`config.mk`:
```
export PLATFORM = sky130hd
export DESIGN_NAME = rcw_regs
export DESIGN_NICKNAME = d
export VERILOG_FILES = /design/src/rcw_regs.v
export VERILOG_INCLUDE_DIRS = /design/src
export SDC_FILE = /design/constraint.sdc
export NUM_CORES = 1
export LEC_CHECK = 0
export BUFFER_PORTS_ARGS = -buffer_cell sky130_fd_sc_hd__buf_2
export CAP_MARGIN = 20
export CORE_MARGIN = 3
export CORE_UTILIZATION = 24
export CTS_BUF_LIST = sky130_fd_sc_hd__clkbuf_8
export CTS_CLUSTER_SIZE = 20
export DETAILED_ROUTE_END_ITERATION = 10
export PLACE_DENSITY = 0.43
export SYNTH_ARGS = -nofsm -noshare
export SYNTH_HDL_FRONTEND = slang
export SYNTH_SLANG_ARGS = --single-unit
export TNS_END_PERCENT = 5
```
`constraint.sdc`:
```
create_clock -name clk -period 4.57 [get_ports clk]
set_input_delay 1.1425 -clock clk [delete_from_list [all_inputs] [get_ports clk]]
set_output_delay 1.1425 -clock clk [all_outputs]
set_load 0.05 [all_outputs]
```
`src/rcw_map.vh`:
```
`ifndef RCW_MAP_VH
`define RCW_MAP_VH
// ****************************************
// register offsets
// ****************************************
`define RCW_ADDR_RSSI_SETTLE   11'h138
`define RCW_ADDR_TEST_CONT     11'h139
`define RCW_ADDR_TRANS_SPEED   11'h13A
`define RCW_ADDR_RX_LOCK       11'h13E
`define RCW_ADDR_TX_LOCK       11'h13F
`define RCW_ADDR_FINE_AMP      11'h307
`define RCW_ADDR_WAKE_CFG_HI   11'h30C
`define RCW_ADDR_WAKE_CFG_LO   11'h30D
`define RCW_ADDR_WAKE_VAL_HI   11'h30E
`define RCW_ADDR_WAKE_VAL_LO   11'h30F
// ****************************************
// field positions
// ****************************************
`define RCW_AMP_PIN_SEL_BIT    7
`define RCW_REPEAT_TX_BIT      1
`define RCW_REPEAT_RX_BIT      0
`define RCW_SPEED_MSB          2
`define RCW_AMP_LEVEL_MSB      5
`define RCW_TRIM_MSB           6
`define RCW_TRIM_LSB           3
`define RCW_DIV_MSB            2
`define RCW_WAKE_ARM_BIT       0
// ****************************************
// reset and decode values
// ****************************************
`define RCW_RST_BYTE           8'h00
`define RCW_SPEED_FAST         3'h1
`define RCW_AMP_LEVEL_MIN      6'h02
`define RCW_TRIM_NOMINAL       4'h5
// ****************************************
// timing
// ****************************************
`define RCW_CLK_PERIOD_NS      25
`define RCW_LOCK_STEP_NS       2000
`define RCW_LOCK_STEP_CYC      (`RCW_LOCK_STEP_NS / `RCW_CLK_PERIOD_NS)
`define RCW_LOCK_DEFAULT_STEPS 8'h20
`endif

```
`src/rcw_regs.v`:
```
`timescale 1ns/1ps
`default_nettype none
`include "rcw_map.vh"

// Contract
// - pin-select bit routes amp controls to test pins or crystal pins.
// - repeat-transmit bit restarts transmit after each packet sent.
// - repeat-receive bit restarts receive after each packet received.
// - speed code 1 is fast, 0 and 4 normal; others reserved.
// - custom enable uses receive lock count after VCO calibration.
// - transmit lock count used likewise; each count adds 2 us.
// - volatile modem registers are cleared on entering sleep.
// - six-bit fine amp level, reset 0, valid range 2 to 63.
// - coarse-trim codes map to ten documented oscillator frequency states.
// - three-bit divider code selects 1 to 65536 division of 32 kHz.
// - high wake config byte is write-only, reset 0, bit 7 zero.
// - wake timer counts down from reload; zero while armed gives event.
// - high reload byte takes effect only after low byte is written.
module rcw_regs (
  input  wire        clk,
  input  wire        nrst,
  input  wire [10:0] reg_addr,
  input  wire [7:0]  reg_wdata,
  input  wire        reg_wr,
  input  wire        reg_rd,
  output reg  [7:0]  reg_rdata,
  input  wire        sleep_state,
  input  wire        ext_amp_enable,
  input  wire        ext_pa_ctrl,
  input  wire        ext_lna_ctrl,
  output reg         analog_test_pin_three_out,
  output reg         analog_test_pin_three_oe,
  output reg         analog_test_pin_four_out,
  output reg         analog_test_pin_four_oe,
  output reg         slow_crystal_pin_p_out,
  output reg         slow_crystal_pin_p_oe,
  output reg         slow_crystal_pin_n_out,
  output reg         slow_crystal_pin_n_oe,
  input  wire        tx_packet_done,
  input  wire        rx_packet_done,
  output reg         tx_restart,
  output reg         rx_restart,
  output reg         tx_finish,
  output reg         rx_finish,
  output reg         fast_transition,
  output reg  [7:0]  rssi_settle_delay,
  input  wire        custom_lock_time_enable,
  input  wire        vco_cal_done,
  input  wire        synth_rx_mode,
  output reg         synth_lock_done,
  output reg  [5:0]  amp_target_level,
  output reg  [3:0]  rc_trim_state,
  input  wire        slow_clk_in,
  output reg         wake_event
);

  // ****************************************
  // functions
  // ****************************************
  function [16:0] div_ratio;
    input [2:0] code;
    begin
      case (code)
        3'h0:    div_ratio = 17'h00001;
        3'h1:    div_ratio = 17'h00004;
        3'h2:    div_ratio = 17'h00008;
        3'h3:    div_ratio = 17'h00010;
        3'h4:    div_ratio = 17'h00080;
        3'h5:    div_ratio = 17'h00400;
        3'h6:    div_ratio = 17'h02000;
        default: div_ratio = 17'h10000;
      endcase
    end
  endfunction

  function [3:0] trim_state;
    input [3:0] code;
    begin
      case (code)
        4'h0:    trim_state = 4'hA;
        4'h1:    trim_state = 4'h9;
        4'h8:    trim_state = 4'h8;
        4'h9:    trim_state = 4'h7;
        4'hC:    trim_state = 4'h6;
        4'hE:    trim_state = 4'h4;
        4'hF:    trim_state = 4'h3;
        4'h6:    trim_state = 4'h2;
        4'h7:    trim_state = 4'h1;
        default: trim_state = `RCW_TRIM_NOMINAL;
      endcase
    end
  endfunction

  // clock cycles per lock step, held at the counter width
  localparam [15:0] LOCK_STEP_CYC = `RCW_LOCK_STEP_CYC;

  // longest wait is 255 steps, which still fits the 16-bit counter
  function [15:0] lock_cycles;
    input [7:0] steps;
    begin
      lock_cycles = {8'h00, steps} * LOCK_STEP_CYC;
    end
  endfunction

  // ****************************************
  // register file
  // ****************************************
  reg  [7:0]  test_cont_r;
  reg  [2:0]  speed_r;
  reg  [7:0]  rx_lock_r;
  reg  [7:0]  tx_lock_r;
  reg  [5:0]  amp_level_r;
  reg  [7:0]  wake_cfg_hi_r;
  reg         wake_arm_r;
  reg  [7:0]  reload_hi_pend_r;
  reg  [15:0] reload_r;
  reg         reload_load_r;

  wire wr_hit_lo = reg_wr && (reg_addr == `RCW_ADDR_WAKE_VAL_LO);

  always @(posedge clk or negedge nrst) begin
    if (!nrst) begin
      rssi_settle_delay <= `RCW_RST_BYTE;
      test_cont_r       <= `RCW_RST_BYTE;
      speed_r           <= 3'h0;
      rx_lock_r         <= `RCW_RST_BYTE;
      tx_lock_r         <= `RCW_RST_BYTE;
      amp_level_r       <= 6'h00;
      wake_cfg_hi_r     <= `RCW_RST_BYTE;
      wake_arm_r        <= 1'b0;
      reload_hi_pend_r  <= `RCW_RST_BYTE;
      reload_r          <= 16'h0000;
      reload_load_r     <= 1'b0;
    end else begin
      reload_load_r <= 1'b0;
      if (sleep_state) begin
        amp_level_r      <= 6'h00;
        wake_cfg_hi_r    <= `RCW_RST_BYTE;
        wake_arm_r       <= 1'b0;
        reload_hi_pend_r <= `RCW_RST_BYTE;
        reload_r         <= 16'h0000;
      end else if (reg_wr) begin
        case (reg_addr)
          `RCW_ADDR_RSSI_SETTLE: rssi_settle_delay <= reg_wdata;
          `RCW_ADDR_TEST_CONT:   test_cont_r       <= reg_wdata;
          `RCW_ADDR_TRANS_SPEED: speed_r           <= reg_wdata[`RCW_SPEED_MSB:0];
          `RCW_ADDR_RX_LOCK:     rx_lock_r         <= reg_wdata;
          `RCW_ADDR_TX_LOCK:     tx_lock_r         <= reg_wdata;
          `RCW_ADDR_FINE_AMP:    amp_level_r       <= reg_wdata[`RCW_AMP_LEVEL_MSB:0];
          `RCW_ADDR_WAKE_CFG_HI: wake_cfg_hi_r     <= {1'b0, reg_wdata[6:0]};
          `RCW_ADDR_WAKE_CFG_LO: wake_arm_r        <= reg_wdata[`RCW_WAKE_ARM_BIT];
          `RCW_ADDR_WAKE_VAL_HI: reload_hi_pend_r  <= reg_wdata;
          `RCW_ADDR_WAKE_VAL_LO: begin
            reload_r      <= {reload_hi_pend_r, reg_wdata};
            reload_load_r <= 1'b1;
          end
          default: reload_load_r <= 1'b0;
        endcase
      end
    end
  end

  // write-only and unmapped addresses read as zero
  always @(posedge clk or negedge nrst) begin
    if (!nrst) begin
      reg_rdata <= `RCW_RST_BYTE;
    end else if (reg_rd) begin
      case (reg_addr)
        `RCW_ADDR_RSSI_SETTLE: reg_rdata <= rssi_settle_delay;
        `RCW_ADDR_TEST_CONT:   reg_rdata <= test_cont_r;
        `RCW_ADDR_TRANS_SPEED: reg_rdata <= {5'h00, speed_r};
        `RCW_ADDR_RX_LOCK:     reg_rdata <= rx_lock_r;
        `RCW_ADDR_TX_LOCK:     reg_rdata <= tx_lock_r;
        `RCW_ADDR_FINE_AMP:    reg_rdata <= {2'h0, amp_level_r};
        default:               reg_rdata <= `RCW_RST_BYTE;
      endcase
    end
  end

  // ****************************************
  // amplifier pins, packet restart, speed
  // ****************************************
  wire amp_sel = test_cont_r[`RCW_AMP_PIN_SEL_BIT];

  always @(posedge clk or negedge nrst) begin
    if (!nrst) begin
      analog_test_pin_three_out <= 1'b0;
      analog_test_pin_three_oe  <= 1'b0;
      analog_test_pin_four_out  <= 1'b0;
      analog_test_pin_four_oe   <= 1'b0;
      slow_crystal_pin_p_out    <= 1'b0;
      slow_crystal_pin_p_oe     <= 1'b0;
      slow_crystal_pin_n_out    <= 1'b0;
      slow_crystal_pin_n_oe     <= 1'b0;
      tx_restart                <= 1'b0;
      rx_restart                <= 1'b0;
      tx_finish                 <= 1'b0;
      rx_finish                 <= 1'b0;
      fast_transition           <= 1'b0;
      amp_target_level          <= 6'h00;
      rc_trim_state             <= `RCW_TRIM_NOMINAL;
    end else begin
      analog_test_pin_three_oe  <= ext_amp_enable && amp_sel;
      analog_test_pin_four_oe   <= ext_amp_enable && amp_sel;
      slow_crystal_pin_p_oe     <= ext_amp_enable && !amp_sel;
      slow_crystal_pin_n_oe     <= ext_amp_enable && !amp_sel;
      analog_test_pin_three_out <= ext_amp_enable && amp_sel && ext_pa_ctrl;
      analog_test_pin_four_out  <= ext_amp_enable && amp_sel && ext_lna_ctrl;
      slow_crystal_pin_p_out    <= ext_amp_enable && !amp_sel && ext_pa_ctrl;
      slow_crystal_pin_n_out    <= ext_amp_enable && !amp_sel && ext_lna_ctrl;
      tx_restart <= tx_packet_done && test_cont_r[`RCW_REPEAT_TX_BIT];
      tx_finish  <= tx_packet_done && !test_cont_r[`RCW_REPEAT_TX_BIT];
      rx_restart <= rx_packet_done && test_cont_r[`RCW_REPEAT_RX_BIT];
      rx_finish  <= rx_packet_done && !test_cont_r[`RCW_REPEAT_RX_BIT];
      fast_transition <= (speed_r == `RCW_SPEED_FAST);
      // levels below 2 are not valid, so lift to minimum
      amp_target_level <= (amp_level_r < `RCW_AMP_LEVEL_MIN) ? `RCW_AMP_LEVEL_MIN
                                                             : amp_level_r;
      rc_trim_state <= trim_state(wake_cfg_hi_r[`RCW_TRIM_MSB:`RCW_TRIM_LSB]);
    end
  end

  // ****************************************
  // synthesizer lock wait
  // ****************************************
  reg  [15:0] lock_cnt_r;
  reg         lock_busy_r;
  wire [7:0]  lock_steps = !custom_lock_time_enable ? `RCW_LOCK_DEFAULT_STEPS :
                           synth_rx_mode ? rx_lock_r : tx_lock_r;

  always @(posedge clk or negedge nrst) begin
    if (!nrst) begin
      lock_cnt_r      <= 16'h0000;
      lock_busy_r     <= 1'b0;
      synth_lock_done <= 1'b0;
    end else begin
      synth_lock_done <= 1'b0;
      if (vco_cal_done) begin
        lock_cnt_r  <= lock_cycles(lock_steps);
        lock_busy_r <= 1'b1;
      end else if (lock_busy_r) begin
        if (lock_cnt_r == 16'h0000) begin
          lock_busy_r     <= 1'b0;
          synth_lock_done <= 1'b1;
        end else begin
          lock_cnt_r <= lock_cnt_r - 16'h0001;
        end
      end
    end
  end

  // ****************************************
  // wake timer
  // ****************************************
  reg  [16:0] div_cnt_r;
  reg  [15:0] timer_r;
  reg         slow_s1_r;
  reg         slow_s2_r;
  reg         slow_s3_r;
  wire        slow_edge = slow_s2_r && !slow_s3_r;
  wire [16:0] ratio     = div_ratio(wake_cfg_hi_r[`RCW_DIV_MSB:0]);
  wire        tick      = slow_edge && (div_cnt_r == ratio - 17'h00001);
  wire [15:0] timer_nxt = (timer_r == 16'h0000) ? reload_r : timer_r - 16'h0001;

  always @(posedge clk or negedge nrst) begin
    if (!nrst) begin
      slow_s1_r  <= 1'b0;
      slow_s2_r  <= 1'b0;
      slow_s3_r  <= 1'b0;
      div_cnt_r  <= 17'h00000;
      timer_r    <= 16'h0000;
      wake_event <= 1'b0;
    end else begin
      slow_s1_r  <= slow_clk_in;
      slow_s2_r  <= slow_s1_r;
      slow_s3_r  <= slow_s2_r;
      wake_event <= 1'b0;
      if (tick || (div_cnt_r >= ratio)) begin
        div_cnt_r <= 17'h00000;
      end else if (slow_edge) begin
        div_cnt_r <= div_cnt_r + 17'h00001;
      end
      if (reload_load_r) begin
        timer_r <= reload_r;
      end else if (tick) begin
        timer_r    <= timer_nxt;
        wake_event <= wake_arm_r && (timer_nxt == 16'h0000);
      end
    end
  end

endmodule // rcw_regs
`default_nettype wire

```
==> impl_metrics.py, run 1 <==
metrics = {
    "status": {
        "outcome": "completed",
    },
    "synth": {
        "synthSimpleGateAreaFrac_pct": 20.5,
        "synth_xor_area_share_pct": 4.18,
        "synthAdderAreaFrac_pct": 4.78,
        "synth_top_family_by_area": "simple AND/OR/NAND/NOR gates",
        "synth.most_common_cell": "dfrtp_1",
        "yosys_register_bits": 158,
        "netlist_area_um2": 8790,
        "synth_edf_count": 0,
        "yosys_warnings": 0,
        "synth_cell_types": 81,
        "synth_top_area_share_pct": 44.4,
        "synth_top_cells_by_count": "dfrtp_1 (156), nand2_1 (95), nor2_1 (58)",
        "synth-seq-area-share_pct": 45.0,
        "synth_area_leader_cell": "dfrtp_1",
        "synth-async-reset-ratio_pct": 100,
        "synth_compound_area_share_pct": 11.5,
        "ys.flop_type": "dfrtp_1",
        "synthCells": 884,
        "synth.area.mux_share_pct": 9.73,
        "syn_nets": 950,
        "postSynthAreaPerCell_um2": 9.95,
        "synth_area_leaders": "dfrtp_1 (44%), mux2_2 (5.4%), ha_1 (4.6%)",
    },
    "floorplanning": {
        "start_util_pct": 24.5,
        "num_io_pins": 74,
        "die-area_um2": 39000,
        "core_um2": 35800,
        "die_w_um": 197,
        "rows": 69,
        "die_y_um": 197,
    },
    "clock_tree": {
        "clk_latency_ns": 0.46,
        "cts_hold_buf": 0,
        "path_clk_slew_ns": 0.09,
        "postCtsSetupBuffers": 0,
        "root_buffer": "clkbuf_8",
        "htreeDepth": 4,
        "clockBufferDepth": 2,
        "cts_buffers": 17,
        "clock-sinks": 158,
        "ctsResizeCount": 0,
        "cts_tree": "yes",
    },
    "sta": {
        "report.final.slew_viol_count": 0,
        "finalWorstSetupSlack_ns": 0.916,
        "clock.fmax_ghz": 0.274,
        "setup_violations": 0,
        "worst_pin_slew_ns": 0.827,
        "rsz0062_at_grt": "false",
        "hold_viol": 0,
        "fin_setup_tns_ns": 0,
        "maxSlewHeadroom_pct": 44.6,
        "clock_skew_ns": 0.0131,
        "min_period_ns": 3.65,
        "fin_crit_sh_pct": 80.0,
    },
    "power_and_ir_drop": {
        "power.leakage_nw": 4.46,
        "vdd_ir_drop_max_v": 0.000221,
        "powerDensity_nw_per_um2": 390,
    },
    "global_routing": {
        "grt_max_degree": 77,
        "grt_pass1_vias": 6812,
        "antenna_found_initial": 0,
        "overflow": 0,
        "gr-usage-all-layers_pct": 12.5,
        "grt_pass1_wl_um": 38800,
    },
    "critical_path": {
        "start_kind": "flip-flop",
        "criticalPathCategory": "reg2reg",
        "critPathCaptureType": "flip-flop",
        "required_ns": 4.92,
        "crit_fanout": 22,
        "cp_data_arrival_time_ns": 4.00,
    },
    "placed_design": {
        "post-place-ws_ns": 0.920,
        "dp_hpwl_um": 17000,
        "io_buffers": 73,
        "gp_congestion": 0.783,
        "placed_area_um2": 9560,
    },
    "drt": {
        "firstDrtPassIters": 5,
        "wire_per_inst_um": 16.7,
        "viasPerCell": 4.77,
        "via_count": 6701,
        "ant_nets": 0,
        "initialDrtViolationCount": 341,
        "wirelength_um": 23500,
        "route.detailed.drc": 0,
    },
    "cells_and_area": {
        "nFillCells": 3773,
        "nets": 998,
        "layout-drive-gt1-share_pct": 19.2,
        "multi_input_area_um2": 4460,
        "diodes": 0,
        "register_area_um2": 3960,
        "final_core_util_pct": 27.9,
        "final_design_area_no_fill_um2": 10000,
        "area_delta_synth_final_pct": 13.9,
    },
    "run": {
        "max-cap-violations": 0,
    },
    "worst_hold_path": {
        "hp-class": "reg2reg",
    },
}
==> metrics by stage <==
step	std cells	hold WS [ns]	total power [mW]
global placement	1373	0.334	2.73
global route	1405	0.386	4.18
floorplan	884	0.331	2.45
detailed placement	1373	0.338	2.72
CTS	1404	0.359	3.96
finish	1405	0.356	3.90
==> kinds of logic after synthesis <==
| group | count (synthesis) |
|---|---|
| buf+inv | 84 |
| simple gates | 340 |
| compound gates | 148 |
| flops | 158 |
| fa+ha+maj | 33 |
| mux | 79 |
| xor+xnor | 42 |
==> per-layer routing <==
layer  wire [µm]  GRT usage (%)
met5           0              0
met4         348           3.48
met3         724           2.18
met2       11000           20.3
met1       11400           17.3
==> path summary, 6_finish.rpt <==
| path | endpoint | slack [ns] | startpoint | depth (start not counted) |
|---|---|---|---|---|
| setup / recovery | timer_r[6] | 0.92 | wake_cfg_hi_r[2] | 8 |
| hold / removal | slow_s2_r | 0.36 | slow_s1_r | 0 |
| setup reg to reg | timer_r[6] | 0.92 | wake_cfg_hi_r[2] | 8 |
| hold reg to reg | slow_s2_r | 0.36 | slow_s1_r | 0 |
| max in group asynchronous | reload_load_r | 3.08 | nrst | 2 |
| min in group asynchronous | lock_cnt_r[7] | 0.70 | nrst | 1 |
==> cell usage in the layout, fill, tap and decap left out, types with 10 or more instances in the layout <==
cell	Yosys	final
nand3_1	24	24
xnor2_1	19	19
mux2_2	42	42
ha_1	32	32
o21ai_0	12	12
and2_1	11	11
nor2_1	58	58
xor2_1	23	23
inv_1	31	31
clkbuf_8	0	17
nand4_1	10	10
nor4_1	13	13
a21oi_1	48	48
nand2_1	95	95
mux2i_1	36	36
dfrtp_1	156	156
buf_2	13	72
nor2b_1	16	16
nor3_1	40	40
==> final cells by class <==
type,instances,share of cell area [%]
tap,461,5.76
clock inverter,14,2.15
timing repair buffer,82,4.49
sequential,158,39.5
clock buffer,17,2.34
multi-input combinational,642,44.6
inverter,31,1.16
==> power breakdown <==
part           switching, mW  internal (mW)
clock network          0.561          0.649
logic                  0.597          0.421
registers              0.160           1.52
==> sequential cells by signal, summed over array words and instances, names as in the netlist, 3 cells and up <==
signal,count
reload_r,16
tx_lock_r,8
rx_lock_r,8
reg_rdata,8
wake_cfg_hi_r,7
reload_hi_pend_r,8
test_cont_r,8
amp_level_r,6
div_cnt_r,17
speed_r,3
lock_cnt_r,16
amp_target_level,6
timer_r,16
rssi_settle_delay,8
rc_trim_state,4
==> worst max-delay path, cell delays in order, from the launching register on <==
cell and delay, ns:
dfrtp_1 0.61, or3b_2 0.57, ha_1 0.30, nor3b_1 0.19, or4_1 0.54, a22oi_1 0.23
and4_1 0.53, a21oi_1 0.23, o221a_2 0.34
Power figures use the tool's default switching activity.
==> run 2: changes to the inputs <==
--- a/config.mk
+++ b/config.mk
@@ -6,6 +6,7 @@
 export SDC_FILE = /design/constraint.sdc
 export NUM_CORES = 1
 export LEC_CHECK = 0
+export ABC_AREA = 1
 export BUFFER_PORTS_ARGS = -buffer_cell sky130_fd_sc_hd__buf_2
 export CAP_MARGIN = 20
 export CORE_MARGIN = 3
@@ -13,7 +14,7 @@
 export CTS_BUF_LIST = sky130_fd_sc_hd__clkbuf_8
 export CTS_CLUSTER_SIZE = 20
 export DETAILED_ROUTE_END_ITERATION = 10
-export PLACE_DENSITY = 0.43
+export PLACE_DENSITY = 0.44
 export SYNTH_ARGS = -nofsm -noshare
 export SYNTH_HDL_FRONTEND = slang
 export SYNTH_SLANG_ARGS = --single-unit
==> constraint.sdc (replaced) <==
create_clock -name clk -period 3.1 [get_ports clk]
set_input_delay 0.775 -clock clk [delete_from_list [all_inputs] [get_ports clk]]
set_output_delay 0.775 -clock clk [all_outputs]
set_load 0.05 [all_outputs]
==> run 2 against run 1 <==
Clock power up 45%. Clock skew up 0.0024 ns. Count of clock-buffer cells in the layout up 2. Sequential share of layout area down 0.57 points. Largest cell class unchanged. Non-clock buffer count up 7. Largest power group is now combinational logic. Cell count up 21%. Die area down 0.14%. Combinational power rose to 2.5 times the previous value. Register-to-register slack worse by 0.38 ns.
==> impl_metrics.py, run 2 <==
metrics = {
    "drt": {
        "wire_per_inst_um": 14.9,
        "viasPerCell": 4.44,
        "ant_nets": 0,
        "via_count": 7545,
        "route.detailed.drc": 0,
        "firstDrtPassIters": 6,
        "wirelength_um": 25300,
        "initialDrtViolationCount": 468,
    },
    "run": {
        "max-cap-violations": 0,
    },
    "power_and_ir_drop": {
        "vdd_ir_drop_max_v": 0.000301,
        "finalPower_mw": 6.65,
        "power.leakage_nw": 5.05,
        "powerDensity_nw_per_um2": 654,
    },
    "global_routing": {
        "grt_max_degree": 68,
        "grt_pass1_wl_um": 41700,
        "gr-usage-all-layers_pct": 13.5,
        "overflow": 0,
        "antenna_found_initial": 1,
        "grt_pass1_vias": 7642,
    },
    "critical_path": {
        "required_ns": 3.48,
        "worst-path-buf-inv": 3,
        "cp_cell_sequence": "inv_2, nand2_2, nor2_2, inv_1, ha_1, nand2_1, nand2_1, inv_1, nand2_1, nor2_1, nand3_1, nor2_2, nand2_4, nor2_4, o21ai_0, o221ai_1",
        "crit_fanout": 13,
        "cp_common_cell": "nand2_1",
        "critPathMaxStageDelay_ns": 0.49,
        "critPathCaptureType": "flip-flop",
        "start_kind": "flip-flop",
        "cp_data_arrival_time_ns": 2.94,
        "worstRegToRegCells": 16,
        "criticalPathCategory": "reg2reg",
        "cp_top_family": "simple AND/OR/NAND/NOR gates",
        "crit_cells": 16,
        "cp_slowest_cell": "dfrtp_1",
    },
    "sta": {
        "maxSlewHeadroom_pct": 44.3,
        "clock.fmax_ghz": 0.390,
        "fin_setup_tns_ns": 0,
        "min_period_ns": 2.56,
        "hold_viol": 0,
        "setup_violations": 0,
        "clock_skew_ns": 0.0155,
        "worst_pin_slew_ns": 0.832,
        "report.final.slew_viol_count": 0,
        "rsz0062_at_grt": "false",
        "fin_crit_sh_pct": 82.7,
    },
    "synth": {
        "synthCells": 1150,
        "synth_area_leaders": "dfrtp_1 (44%), nand2_1 (13%), o21ai_0 (6.9%)",
        "postSynthAreaPerCell_um2": 7.64,
        "yosys_register_bits": 158,
        "ys.flop_type": "dfrtp_1",
        "syn_nets": 1216,
        "yosys_warnings": 0,
        "synth_top_area_share_pct": 44.5,
        "netlist_area_um2": 8780,
        "synth_area_leader_cell": "dfrtp_1",
        "synth_edf_count": 0,
        "synth_cell_types": 51,
        "synth-seq-area-share_pct": 45.1,
        "synth-async-reset-ratio_pct": 100,
        "synth.most_common_cell": "nand2_1",
        "synth_top_cells_by_count": "nand2_1 (296), dfrtp_1 (156), inv_1 (140)",
    },
    "clock_tree": {
        "htreeDepth": 4,
        "ctsResizeCount": 0,
        "postCtsSetupBuffers": 0,
        "path_clk_slew_ns": 0.09,
        "clockBufferDepth": 2,
        "cts_buffers": 17,
        "cts_hold_buf": 0,
        "clk_latency_ns": 0.46,
        "clock-sinks": 158,
        "cts_tree": "yes",
        "root_buffer": "clkbuf_8",
    },
    "placed_design": {
        "dp.cells": 1668,
        "dp_hpwl_um": 19400,
        "gp_congestion": 0.838,
        "io_buffers": 73,
    },
    "floorplanning": {
        "rows": 69,
        "die_w_um": 197,
        "core_um2": 35800,
        "die-area_um2": 38900,
        "die_y_um": 197,
        "start_util_pct": 24.5,
        "num_io_pins": 74,
    },
    "cells_and_area": {
        "layout-drive-gt1-share_pct": 13.1,
        "area_delta_synth_final_pct": 15.7,
        "stdcell_count": 1700,
        "regMostFlops": "div_cnt_r",
        "most-common-layout-cells": "nand2_1 (296), dfrtp_1 (156), inv_1 (141)",
        "largest_register_ffs": 17,
        "final_core_util_pct": 28.4,
        "nets": 1292,
        "diodes": 0,
        "final_common_cell": "nand2_1",
    },
    "status": {
        "outcome": "completed",
    },
    "worst_hold_path": {
        "hp-class": "in2async",
    },
}
==> run 2: path summary, 6_finish.rpt <==
path | from | to | slack, ns
setup / recovery | wake_cfg_hi_r[1] | timer_r[8] | 0.54
min in group clk | slow_s1_r | slow_s2_r | 0.35
max in group asynchronous | nrst | timer_r[1] | 2.23
setup reg to reg | wake_cfg_hi_r[1] | timer_r[8] | 0.54
hold / removal | nrst | synth_lock_done | 0.19
hold reg to reg | slow_s1_r | slow_s2_r | 0.35
==> run 2: cells by family after synthesis <==
group	Yosys count	share of synthesized area, %
AND/OR/NAND/NOR	555	26.9
AO/OA/AOI/OAI	211	13.7
buffers and inverters	179	8.15
flip-flops	158	45.1
adder cells (fa/ha/maj)	33	4.79
XOR/XNOR	14	1.40
==> run 2: where the power goes <==
| group | switching [mW] | leakage, nW | internal (mW) |
|---|---|---|---|
| registers | 0.127 | 2.12 | 2.21 |
| clock network | 0.825 | 0.224 | 0.924 |
| logic | 1.79 | 2.71 | 0.771 |
| total | 2.74 | 5.05 | 3.91 |
==> run 2: final cells by class <==
cell class | count | area, µm²
clock buffers | 19 | 262
clock inverters | 13 | 188
fillers | 3865 | 25700
inverters | 147 | 552
multi-input cells | 813 | 4110
flip-flops and latches | 158 | 3960
well taps | 461 | 577
repair buffers | 89 | 517
==> run 2: worst reg2reg max path: stages, from the launching register on <==
cell      delay, ns
dfrtp_1        0.49
inv_2          0.14
nand2_2        0.07
nor2_2         0.14
inv_1          0.06
ha_1           0.30
nand2_1        0.07
nand2_1        0.05
inv_1          0.05
nand2_1        0.04
nor2_1         0.12
nand3_1        0.11
nor2_2         0.16
nand2_4        0.12
nor2_4         0.31
o21ai_0        0.15
o221ai_1       0.09
==> run 2: per-layer routing <==
metal	part of all wire [%]	vias to the layer above	GRT usage, %
met5	0	-	0
met4	1.5	0	3.27
met3	3.4	21	2.23
met2	47	138	22.4
met1	48	3492	18.4
li1	-	3894	-
==> run 2: through the flow <==
step	worst slack, ns	hold WS [ns]	cell area, µm²
floorplan	0.200	0.331	8780
global placement	0.0917	0.335	9710
detailed placement	0.0742	0.337	9710
CTS	0.526	0.165	10200
global route	0.209	0.178	10200
finish	0.537	0.187	10200
